$ cat src/rtl/poc_pkg.sv
// Constants and types for the pulse output and PLL pin override control.
// Assumes one 100 MHz clock and a register port fed by the serial interface.
package poc_pkg;

	// ==========================================================
	// Register map
	localparam logic [7:0] ADDR_PULSE = 8'h57;
	localparam logic [7:0] ADDR_OVR = 8'h58;
	localparam logic [7:0] ADDR_TRIM = 8'h59;
	localparam logic [7:0] RST_PULSE = 8'h00;
	localparam logic [7:0] RST_OVR = 8'h00;
	localparam logic [7:0] RST_TRIM = 8'h00;
	localparam logic [7:0] RD_UNMAPPED = 8'h00;

	// ==========================================================
	// Field positions
	localparam int PULSE_EN_BIT = 7;
	localparam int MODE_MSB = 2;
	localparam int OVR_EN_BIT = 7;
	localparam int SECOND_LSB = 4;
	localparam int FIRST_LSB = 2;
	localparam int SE_BIT = 1;
	localparam int PLL_EN_BIT = 0;
	localparam int TRIM_MSB = 6;

	// ==========================================================
	// Pulse output source codes and divider terminal counts
	localparam logic [2:0] MODE_UI16 = 3'h0;
	localparam logic [2:0] MODE_UI32 = 3'h1;
	localparam logic [2:0] MODE_UI64 = 3'h2;
	localparam logic [2:0] MODE_STAMP = 3'h3;
	localparam logic [1:0] TC_UI16 = 2'h0;
	localparam logic [1:0] TC_UI32 = 2'h1;
	localparam logic [1:0] TC_UI64 = 2'h3;
	localparam logic [1:0] REF_OFF = 2'h0;
	localparam logic [1:0] REF_DIV1 = 2'h1;
	localparam logic [1:0] REF_DIV2 = 2'h2;

	// Pulse output sequencer states.
	typedef enum logic [4:0] {
		ST_OFF = 5'h01,
		ST_CLKDIV = 5'h02,
		ST_STAMP = 5'h04,
		ST_IDLE = 5'h08,
		ST_REINIT = 5'h10
	} poc_state_type;

	// Settings delivered to the PLL and its divided-reference outputs.
	typedef struct packed {
		logic enable;
		logic single_ended;
		logic [1:0] first_ref_out_mode;
		logic [1:0] second_ref_out_mode;
	} poc_pll_cfg_type;

endpackage : poc_pkg

$ cat src/rtl/poc_ctrl.sv
// Pulse output source selection and PLL pin override control.
// Assumes register accesses arrive on ref_clk; pins and timestamp are asynchronous.
//
// Overview of operation
// - Enable bit 7 clear keeps pulse buffer and divider off; set enables.
// - Mode 0,1,2 give 16, 32, 64 UI clocks; 3 timestamp; 4-7 reserved.
// - Modes 0 to 2 follow serializer clocking, broken during serializer reinit.
// - Pulse output control register resets to zero: disabled, mode 0.
// - Override bit 7 clear follows pins; set uses register override values.
// - Override register resets to zero: pin control, overrides inactive.
// - Under override, bits 5:4 set second output: off, divide 1, 2, 4.
// - Without override, the clock config pins set the second output.
// - Second output clocks only while first output also clocks.
// - Under override, bits 3:2 set first output: off, divide 1, 2, 4.
// - Without override, the clock config pins set the first output.
// - Under override, bit 1 selects single-ended reference instead of pin.
// - Under override, bit 0 enables the PLL instead of enable pin.
// - Oscillator trim register lives at 0x59.
// - Trim holds seven bits, set by calibration, readable and reloadable.
module poc_ctrl
	import poc_pkg::*;
(
	input wire logic ref_clk,
	input wire logic arst_n,
	input wire logic reg_wr,
	input wire logic reg_rd,
	input wire logic [7:0] reg_addr,
	input wire logic [7:0] reg_wdata,
	output logic [7:0] reg_rdata,
	input wire logic pll_en_pin,
	input wire logic ref_single_ended_pin,
	input wire logic clock_cfg_pin0,
	input wire logic clock_cfg_pin1,
	input wire logic timestamp_in,
	input wire logic ser_half_tick,
	input wire logic ser_reinit,
	input wire logic cal_trim_wr,
	input wire logic [6:0] cal_trim_value,
	output logic pulse_out,
	output logic pulse_out_buf_en,
	output poc_pll_cfg_type pll_cfg,
	output logic [6:0] osc_freq_trim
);

	// ==========================================================
	// Reset release
	// Release is synchronised so no flop leaves reset on a split edge.
	logic rst_s1_r;
	logic rst_s2_r;
	always_ff @(posedge ref_clk or negedge arst_n) begin
		if (!arst_n) begin
			rst_s1_r <= 1'h0;
			rst_s2_r <= 1'h0;
		end else begin
			rst_s1_r <= 1'h1;
			rst_s2_r <= rst_s1_r;
		end
	end
	wire rst_n = rst_s2_r;

	// ==========================================================
	// Pin synchronisers
	// Stage one is read only by stage two to keep metastability contained.
	logic [4:0] pin_s1_r;
	logic [4:0] pin_s2_r;
	wire [4:0] pin_raw = {timestamp_in, clock_cfg_pin1, clock_cfg_pin0,
		ref_single_ended_pin, pll_en_pin};
	always_ff @(posedge ref_clk or negedge rst_n) begin
		if (!rst_n) begin
			pin_s1_r <= 5'h00;
			pin_s2_r <= 5'h00;
		end else begin
			pin_s1_r <= pin_raw;
			pin_s2_r <= pin_s1_r;
		end
	end
	wire ts_s = pin_s2_r[4];

	// ==========================================================
	// Helper functions
	// Terminal count of the half-period tick divider for a clock mode.
	function automatic logic [1:0] div_tc(input logic [2:0] mode);
		case (mode)
			MODE_UI32: div_tc = TC_UI32;
			MODE_UI64: div_tc = TC_UI64;
			default: div_tc = TC_UI16;
		endcase
	endfunction : div_tc

	// The second reference output may only run when the first one runs.
	function automatic logic [1:0] gate_second(input logic [1:0] first,
		input logic [1:0] second);
		gate_second = (first == REF_OFF) ? REF_OFF : second;
	endfunction : gate_second

	// Pin strap decode of both divided-reference outputs.
	function automatic logic [3:0] pin_ref_decode(input logic [1:0] cfg);
		case (cfg)
			2'h1: pin_ref_decode = {REF_OFF, REF_DIV1};
			2'h2: pin_ref_decode = {REF_DIV1, REF_DIV1};
			2'h3: pin_ref_decode = {REF_DIV2, REF_DIV2};
			default: pin_ref_decode = {REF_OFF, REF_OFF};
		endcase
	endfunction : pin_ref_decode

	// ==========================================================
	// Register port decode
	logic [7:0] pulse_ctrl_r;
	logic [7:0] ovr_r;
	logic [7:0] trim_r;
	logic [7:0] rdata_r;
	wire wr_pulse = reg_wr && (reg_addr == ADDR_PULSE);
	wire wr_ovr = reg_wr && (reg_addr == ADDR_OVR);
	wire wr_trim = reg_wr && (reg_addr == ADDR_TRIM);
	wire [7:0] rd_mux = (reg_addr == ADDR_PULSE) ? pulse_ctrl_r :
		(reg_addr == ADDR_OVR) ? ovr_r :
		(reg_addr == ADDR_TRIM) ? trim_r : RD_UNMAPPED;

	// Reserved bits are stored as written; the host keeps them at zero.
	always_ff @(posedge ref_clk or negedge rst_n) begin
		if (!rst_n) begin
			pulse_ctrl_r <= RST_PULSE;
			ovr_r <= RST_OVR;
		end else begin
			if (wr_pulse)
				pulse_ctrl_r <= reg_wdata;
			if (wr_ovr)
				ovr_r <= reg_wdata;
		end
	end

	// Calibration update wins over a colliding software write.
	always_ff @(posedge ref_clk or negedge rst_n) begin
		if (!rst_n)
			trim_r <= RST_TRIM;
		else if (cal_trim_wr)
			trim_r <= {trim_r[7], cal_trim_value};
		else if (wr_trim)
			trim_r <= reg_wdata;
	end

	// Read data is held until the next read.
	always_ff @(posedge ref_clk or negedge rst_n) begin
		if (!rst_n)
			rdata_r <= RD_UNMAPPED;
		else if (reg_rd)
			rdata_r <= rd_mux;
	end

	// ==========================================================
	// Pulse output sequencer
	poc_state_type state_r;
	poc_state_type state_nxt;
	logic [2:0] act_mode_r;
	wire pulse_en = pulse_ctrl_r[PULSE_EN_BIT];
	wire [2:0] reg_mode = pulse_ctrl_r[MODE_MSB:0];
	wire mode_is_clk = (reg_mode <= MODE_UI64);

	// Leaving OFF picks the source; any state returns to OFF when disabled.
	always_comb begin
		state_nxt = state_r;
		case (state_r)
			ST_OFF: begin
				if (pulse_en) begin
					if (mode_is_clk)
						state_nxt = ST_CLKDIV;
					else if (reg_mode == MODE_STAMP)
						state_nxt = ST_STAMP;
					else
						state_nxt = ST_IDLE;
				end
			end
			ST_CLKDIV: begin
				if (!pulse_en)
					state_nxt = ST_OFF;
				else if (ser_reinit)
					state_nxt = ST_REINIT;
			end
			ST_REINIT: begin
				if (!pulse_en)
					state_nxt = ST_OFF;
				else if (!ser_reinit)
					state_nxt = ST_CLKDIV;
			end
			ST_STAMP, ST_IDLE: begin
				if (!pulse_en)
					state_nxt = ST_OFF;
			end
			default: state_nxt = ST_OFF;
		endcase
	end

	// The mode is captured only at enable, so a stray change while running
	// cannot glitch the divider.
	always_ff @(posedge ref_clk or negedge rst_n) begin
		if (!rst_n) begin
			state_r <= ST_OFF;
			act_mode_r <= MODE_UI16;
		end else begin
			state_r <= state_nxt;
			if (state_r == ST_OFF)
				act_mode_r <= reg_mode;
		end
	end

	// ==========================================================
	// Serializer clock divider
	// One tick marks half a 16 UI period; the counter stretches it to 32 or 64.
	logic [1:0] cnt_r;
	logic phase_r;
	wire div_run = (state_r == ST_CLKDIV);
	wire div_wrap = ser_half_tick && (cnt_r == div_tc(act_mode_r));
	always_ff @(posedge ref_clk or negedge rst_n) begin
		if (!rst_n) begin
			cnt_r <= 2'h0;
			phase_r <= 1'h0;
		end else if (!div_run) begin
			cnt_r <= 2'h0;
			phase_r <= 1'h0;
		end else if (div_wrap) begin
			cnt_r <= 2'h0;
			phase_r <= !phase_r;
		end else if (ser_half_tick) begin
			cnt_r <= cnt_r + 2'h1;
		end
	end

	// Pulse output and buffer enable come straight from flops.
	logic pulse_r;
	logic buf_en_r;
	wire pulse_nxt = div_run ? phase_r :
		(state_r == ST_STAMP) ? ts_s : 1'h0;
	always_ff @(posedge ref_clk or negedge rst_n) begin
		if (!rst_n) begin
			pulse_r <= 1'h0;
			buf_en_r <= 1'h0;
		end else begin
			pulse_r <= pulse_nxt;
			buf_en_r <= pulse_en;
		end
	end

	// ==========================================================
	// PLL override selection
	wire ovr_en = ovr_r[OVR_EN_BIT];
	wire [3:0] pin_ref = pin_ref_decode(pin_s2_r[3:2]);
	wire [1:0] first_sel = ovr_en ? ovr_r[FIRST_LSB+1:FIRST_LSB] :
		pin_ref[1:0];
	wire [1:0] second_raw = ovr_en ? ovr_r[SECOND_LSB+1:SECOND_LSB] :
		pin_ref[3:2];
	poc_pll_cfg_type pll_nxt;
	poc_pll_cfg_type pll_r;
	assign pll_nxt.enable = ovr_en ? ovr_r[PLL_EN_BIT] : pin_s2_r[0];
	assign pll_nxt.single_ended = ovr_en ? ovr_r[SE_BIT] : pin_s2_r[1];
	assign pll_nxt.first_ref_out_mode = first_sel;
	assign pll_nxt.second_ref_out_mode = gate_second(first_sel, second_raw);

	always_ff @(posedge ref_clk or negedge rst_n) begin
		if (!rst_n)
			pll_r <= '0;
		else
			pll_r <= pll_nxt;
	end

	// ==========================================================
	// Outputs
	assign reg_rdata = rdata_r;
	assign pulse_out = pulse_r;
	assign pulse_out_buf_en = buf_en_r;
	assign pll_cfg = pll_r;
	assign osc_freq_trim = trim_r[TRIM_MSB:0];
endmodule : poc_ctrl

$ cat config.mk
export PLATFORM = sky130hd
export DESIGN_NAME = poc_ctrl
export DESIGN_NICKNAME = d
export VERILOG_FILES = /design/src/rtl/poc_pkg.sv /design/src/rtl/poc_ctrl.sv
export SDC_FILE = /design/constraint.sdc
export NUM_CORES = 1
export LEC_CHECK = 0
export ABC_CLOCK_PERIOD_IN_PS = 1900
export BUFFER_PORTS_ARGS = -buffer_cell sky130_fd_sc_hd__buf_4
export CELL_PAD_IN_SITES_DETAIL_PLACEMENT = 1
export CELL_PAD_IN_SITES_GLOBAL_PLACEMENT = 1
export CORE_ASPECT_RATIO = 1.25
export CORE_UTILIZATION = 33
export DETAILED_ROUTE_END_ITERATION = 6
export PLACE_DENSITY_LB_ADDON = 0.1
export SLEW_MARGIN = 20
export SYNTH_ARGS = -nofsm -noshare
export SYNTH_HDL_FRONTEND = slang
export SYNTH_SLANG_ARGS = --single-unit
export TNS_END_PERCENT = 50
$ cat constraint.sdc
create_clock -name ref_clk -period 1.9 [get_ports ref_clk]
set_clock_uncertainty 0.05 [all_clocks]
set_input_delay 0 -clock ref_clk [delete_from_list [all_inputs] [get_ports ref_clk]]
set_output_delay 0 -clock ref_clk [all_outputs]
set_load 0.01 [all_outputs]
-- After elaboration in Yosys (flattened, before gate mapping)
Cells that the tools add are included.
- register bits: 63
- input bits: 35
- output and inout port bits: 23
- word-level logic and storage cells: 81
- add/sub/neg operators: 1
- $lt $le $gt $ge: 1
- equal/unequal tests: 21
- multiplexer cells: 28
- bitwise logic cells: 1
- reductions and logical operators: 10
- operators with widths (operator ; count):
    two-way mux 5 bit ; 6
    equality test 8 x 7 -> 1 bit (second input constant) ; 3
    two-way mux 8 bit ; 3
    one-hot mux 5 bit (4 select lines) ; 1
    two-way mux 7 bit ; 2
    two-way mux 2 bit ; 6
    one-hot mux 4 bit (3 select lines) ; 1
    two-way mux 4 bit ; 2
    equality test 3 x 2 -> 1 bit (second input constant) ; 2
    two-way mux 1 bit ; 6
    != test 3 bit (second input constant) ; 2
    equality test 5 x 1 -> 1 bit (second input constant) ; 1
    equality test 5 x 2 -> 1 bit (second input constant) ; 1
    equality test 5 x 3 -> 1 bit (second input constant) ; 1
    equality test 5 x 4 -> 1 bit (second input constant) ; 1
    equality test 5 bit (second input constant) ; 1
    equality test 2 bit (second input constant) ; 2
    logical AND 1 bit ; 4
    != test 2 bit (second input constant) ; 2
    one-hot mux 2 bit (2 select lines) ; 1
    AND reduction 4 bit ; 1
    equality test 3 x 1 -> 1 bit (second input constant) ; 1
    less-or-equal comparator 3 x 2 -> 1 bit (second input constant) ; 1
    != test 3 x 2 -> 1 bit (second input constant) ; 1
    other kinds (10) ; 10

-- Depth between registers and ports, before layout
- word-level depth: 6
- gate-level depth with buffers: 6
- mapped depth without buffers: 5

-- Least setup slack after synthesis
No wires, ideal clock.
- path kind: reg-to-reg
- from: register state_r[0]
- to: register state_r[2]
- library setup time: 129 ps
- data arrival time: 1451 ps
- data required time: 1721 ps
- path slack: 271 ps
- cell stages (with the launch flop): 6
- period minus slack after synthesis: 1629 ps
- cells stage by stage: dfstp_2 > nor4b_1 > a21oi_1 > o32ai_1 > nor2_1 > mux2i_1
- word-level cells in the longest chain between the ends: 4
- elaborated cells on any way between the ends: 12
- classes of those cells: 9 x eq/ne; 1 x mux; 2 x reduce/logical
- ends and longest elaborated chain (item ; line ; RTL):
    start: declaration ; poc_ctrl.sv:152 ; poc_state_type state_r;
    start signal: assignment ; poc_ctrl.sv:200 ; state_r <= state_nxt;
    equality test 5 x 3 -> 1 bit or equality test 5 x 4 -> 1 bit (tied branches) ; poc_ctrl.sv:162 ; case (state_r)
    OR reduction 2 bit ; poc_ctrl.sv:162 ;
    != test 2 bit (no source line) ; -- ;
    AND reduction 4 bit (no source line) ; -- ;
Parallel ways exist; a longest one is shown, timed or not.
A chain may end at the register's enable or synchronous reset.

-- Worst setup path after layout
Same ends and word-level chain as after synthesis.

==> impl_results.md <==
* Reg2Reg Launch Point: state_r[0]
* Post-route insts no fill at 439
* Final-stage net count at ~380
* Number of max-slew violations in the final report at 0
* Wire length of the first global-routing pass at around 12 mm
* Die footprint at slightly below 9000 µm²
* Hold path startpoint: reg_wr
* Maximum Capacitance Violations at 0
* Total non-filler cell area in the finished layout at roughly 3800 µm²
* Portion of the post-synthesis area used by sequential elements at roughly 57%
* # diodes at 0
* Highest-count cells in the layout ignoring fill and taps: 63 x sky130_fd_sc_hd__buf_4, 61 x sky130_fd_sc_hd__dfrtp_1, 46 x sky130_fd_sc_hd__nand2_1
* Setup-failing EPs final at 0
* HPWL reported at the end of detailed placement at between 4 and 5 mm
* Crit path capture type: register
* FF-to-FF End: state_r[2]
* Gp weighted congestion at between 0.7 and 0.8
* Post-route fraction of the period consumed by the critical path at between 80% and 90%
* Total vias in the final route at 2173
* Vias in the first global route at around 2400
* Min Clock Period, post-route at 1680 ps
* Slew of the pin with the lowest slew margin at 569 ps
* Power per Cell Area at slightly below 900 nW/µm²
* Max transition margin at 61.6%
* Kind of critical path: register to register
* IR Drop Worst-Case VDD at around 0.43 mV
* Most used DFF post-synth: sky130_fd_sc_hd__dfrtp_1
* Register clock-pin slew on the reported worst setup and hold paths at 70 ps
* Async SR Flop Fraction at 100%
* Residual DRC at 2
* Mapped Nets at roughly 290
* Height of the die at around 100 µm
* GRT overflow at 0
* Distinct cell type count of the synthesized netlist at 40
* Setup repair after global routing missed its margin: false
* Cell chosen for the clock root: sky130_fd_sc_hd__clkbuf_8
* Pre-CTS WS at 66.4 ps
* Most common library cell in the layout ignoring fill and taps: sky130_fd_sc_hd__buf_4
* Width of the die at around 84 µm
* Warnings from Yosys at 0
* Synthesized cell area at about 2800 µm²
* Number of levels in the clock H-tree at 3
* Status: complete, but fails checks
* Number of clock buffers inserted by TritonCTS at 9
* P_leak at roughly 1.8 nW
* Total count of hold-check failures in the final report at 0
* Area taken by multi-input logic gates at 1080 µm²
* Avg Synthesized Cell Area at 11.1 µm²
* I/O pin cnt at slightly below 60
* Violated checks: design-rule violations
* Routed wire length at roughly 6.8 mm
* Number of nets still failing antenna checks after routing at 0
* Number of flip-flops and latches in the synthesized netlist at 63
* TritonCTS clock tree: built
* Number of synthesized flops with an enable pin at 0
* Layout overhead on the synthesized area at 39.1%
* Largest driver fanout on the critical path at 8
* Starting utilization of the core area at between 30% and 40%
* Row count at 36
* Worst endpoint data arrival time at roughly 1900 ps
* Register-to-register path setup slack at between 200 and 250 ps
* Clk buf depth at 2
* Number of cells after detailed placement at between 300 and 400
* Required arrival time at the worst endpoint at around 2100 ps
* Register cell area after layout at about 1600 µm²
* Instance area after placement at roughly 3300 µm²
* Path depth of the worst reg2reg path at 5
* Peak clock frequency supported by timing at ~590 MHz
* Synthesized netlist cell count at ~250
* Share of layout cells above drive strength 1 at about a third
* Cell depth of the worst hold path at 3
* Endpoint of the worst hold path: trim_r[4]
* Via density at slightly below 5
* Classification of the worst-slack hold path: primary input to register
* Routed WL per cell at between 15 and 20 µm
* Placeable Area at about 8000 µm²
* Overall fraction of global-route tracks in use at 17.3%
* Total iterations of the first detailed-routing run at 6
* Number of clock sinks at 63
* Kind of start point of the critical path: register
* Number of buffer cells added on primary ports at 57
* Setup slack after layout at between 200 and 250 ps
* Number of DRC violations after detailed-routing iteration 0 at 94
* Maximum number of pins on one net before global-route repair at 34
* Total negative slack for setup checks at 0 ps
* Later-pin clock latency in the skew report at approximately 330 ps
* Layout filler cell count at 870
* Number of antenna violations at the first check in global routing at 0
-- flip-flops by register name, indices dropped and copies added, names as in the netlist --
name / cells
rst_s1_r: 1
pulse_out: 1
act_mode_r: 3
pulse_ctrl_r: 8
reg_rdata: 8
pll_cfg: 6
rst_n: 1
phase_r: 1
pin_s2_r: 5
cnt_r: 2
pin_s1_r: 5
state_r: 5
ovr_r: 8
trim_r: 8
pulse_out_buf_en: 1
-- cell families after synthesis --
group,share of synthesized area [%]
AOI/OAI and AO/OA,9.02
xor gates and xnor gates,0.634
adders and majority gates,0.906
buffers and inverters,3.85
DFF,57.1
muxes,10.0
other,0.136
and+or+nand+nor,18.3
-- layout make-up --
type	count	share of cell area, %
multi-input combinational	164	28.3
tap	95	3.10
timing repair buffer	94	20.7
clock buffer	11	3.42
sequential	63	41.1
inverter	7	0.684
clock inverter	5	2.77
-- power by group --
group	internal (mW)	total (mW)	switching, mW
Combinational	0.271	0.500	0.229
Sequential	1.43	1.53	0.0953
Clock	0.875	1.40	0.529
-- synth_stat cells (2+ instances only) --
master / number / share of area [%]
sky130_fd_sc_hd__o21ai_0: 4 / 0.72
sky130_fd_sc_hd__and3_1: 2 / 0.45
sky130_fd_sc_hd__a21oi_1: 15 / 2.7
sky130_fd_sc_hd__a31oi_1: 5 / 1.1
sky130_fd_sc_hd__nand4b_1: 2 / 0.63
sky130_fd_sc_hd__buf_4: 7 / 1.9
sky130_fd_sc_hd__nand2b_1: 5 / 1.1
sky130_fd_sc_hd__clkbuf_1: 6 / 0.82
sky130_fd_sc_hd__ha_1: 2 / 0.91
sky130_fd_sc_hd__dfrtp_1: 62 / 56
sky130_fd_sc_hd__nand3_1: 4 / 0.72
sky130_fd_sc_hd__nor2b_1: 9 / 2.0
sky130_fd_sc_hd__mux2i_1: 4 / 1.4
sky130_fd_sc_hd__inv_1: 7 / 0.95
sky130_fd_sc_hd__nand2_1: 46 / 6.3
sky130_fd_sc_hd__nor2_1: 17 / 2.3
sky130_fd_sc_hd__a41oi_1: 8 / 2.5
sky130_fd_sc_hd__mux2_2: 21 / 8.6
-- per-layer routing --
| layer | share of wire [%] | global-route usage (%) |
|---|---|---|
| met1 | 42 | 20.4 |
| met2 | 54 | 30.7 |
| met3 | 2.8 | 3.57 |
| met4 | 1.6 | 6.28 |
| met5 | 0 | 0 |
-- critical path, stage by stage, from the launching register on --
cell and delay (ps):
sky130_fd_sc_hd__dfstp_2 590, sky130_fd_sc_hd__nor2_1 80, sky130_fd_sc_hd__and3_1 230, sky130_fd_sc_hd__and3_1 230
sky130_fd_sc_hd__nor2_1 220, sky130_fd_sc_hd__mux2i_1 210
-- what timing repair did --
action	in CTS	in global routing
hold buffers	30	0
gates resized for setup	0	1
endpoints found under the setup margin	0	4
hold endpoints to repair	43	0
buffers inserted	0	0
-- metrics by stage --
step / hold WS (ps) / total power, mW / utilization (%)
floorplan: -346 / 1.82 / -
global placement: -267 / 1.99 / 41.3
detailed placement: -266 / 2.00 / 41.3
CTS: 2.32 / 3.47 / 48.1
global route: 25.8 / 3.61 / 48.2
finish: 8.45 / 3.43 / 48.2
-- how the worst max path moves through the flow --
stage | from | endpoint | slack, ps | cells after the start
after floorplan | state_r[0] | state_r[2] | 270 | 5
after global placement | state_r[0] | state_r[2] | 140 | 5
after detailed placement | state_r[0] | state_r[2] | 70 | 5
after CTS | state_r[0] | state_r[2] | 60 | 5
after global routing | state_r[0] | state_r[1] | 50 | 5
final | state_r[0] | state_r[2] | 220 | 5
Note: power is estimated with default switching activity, not from simulation.
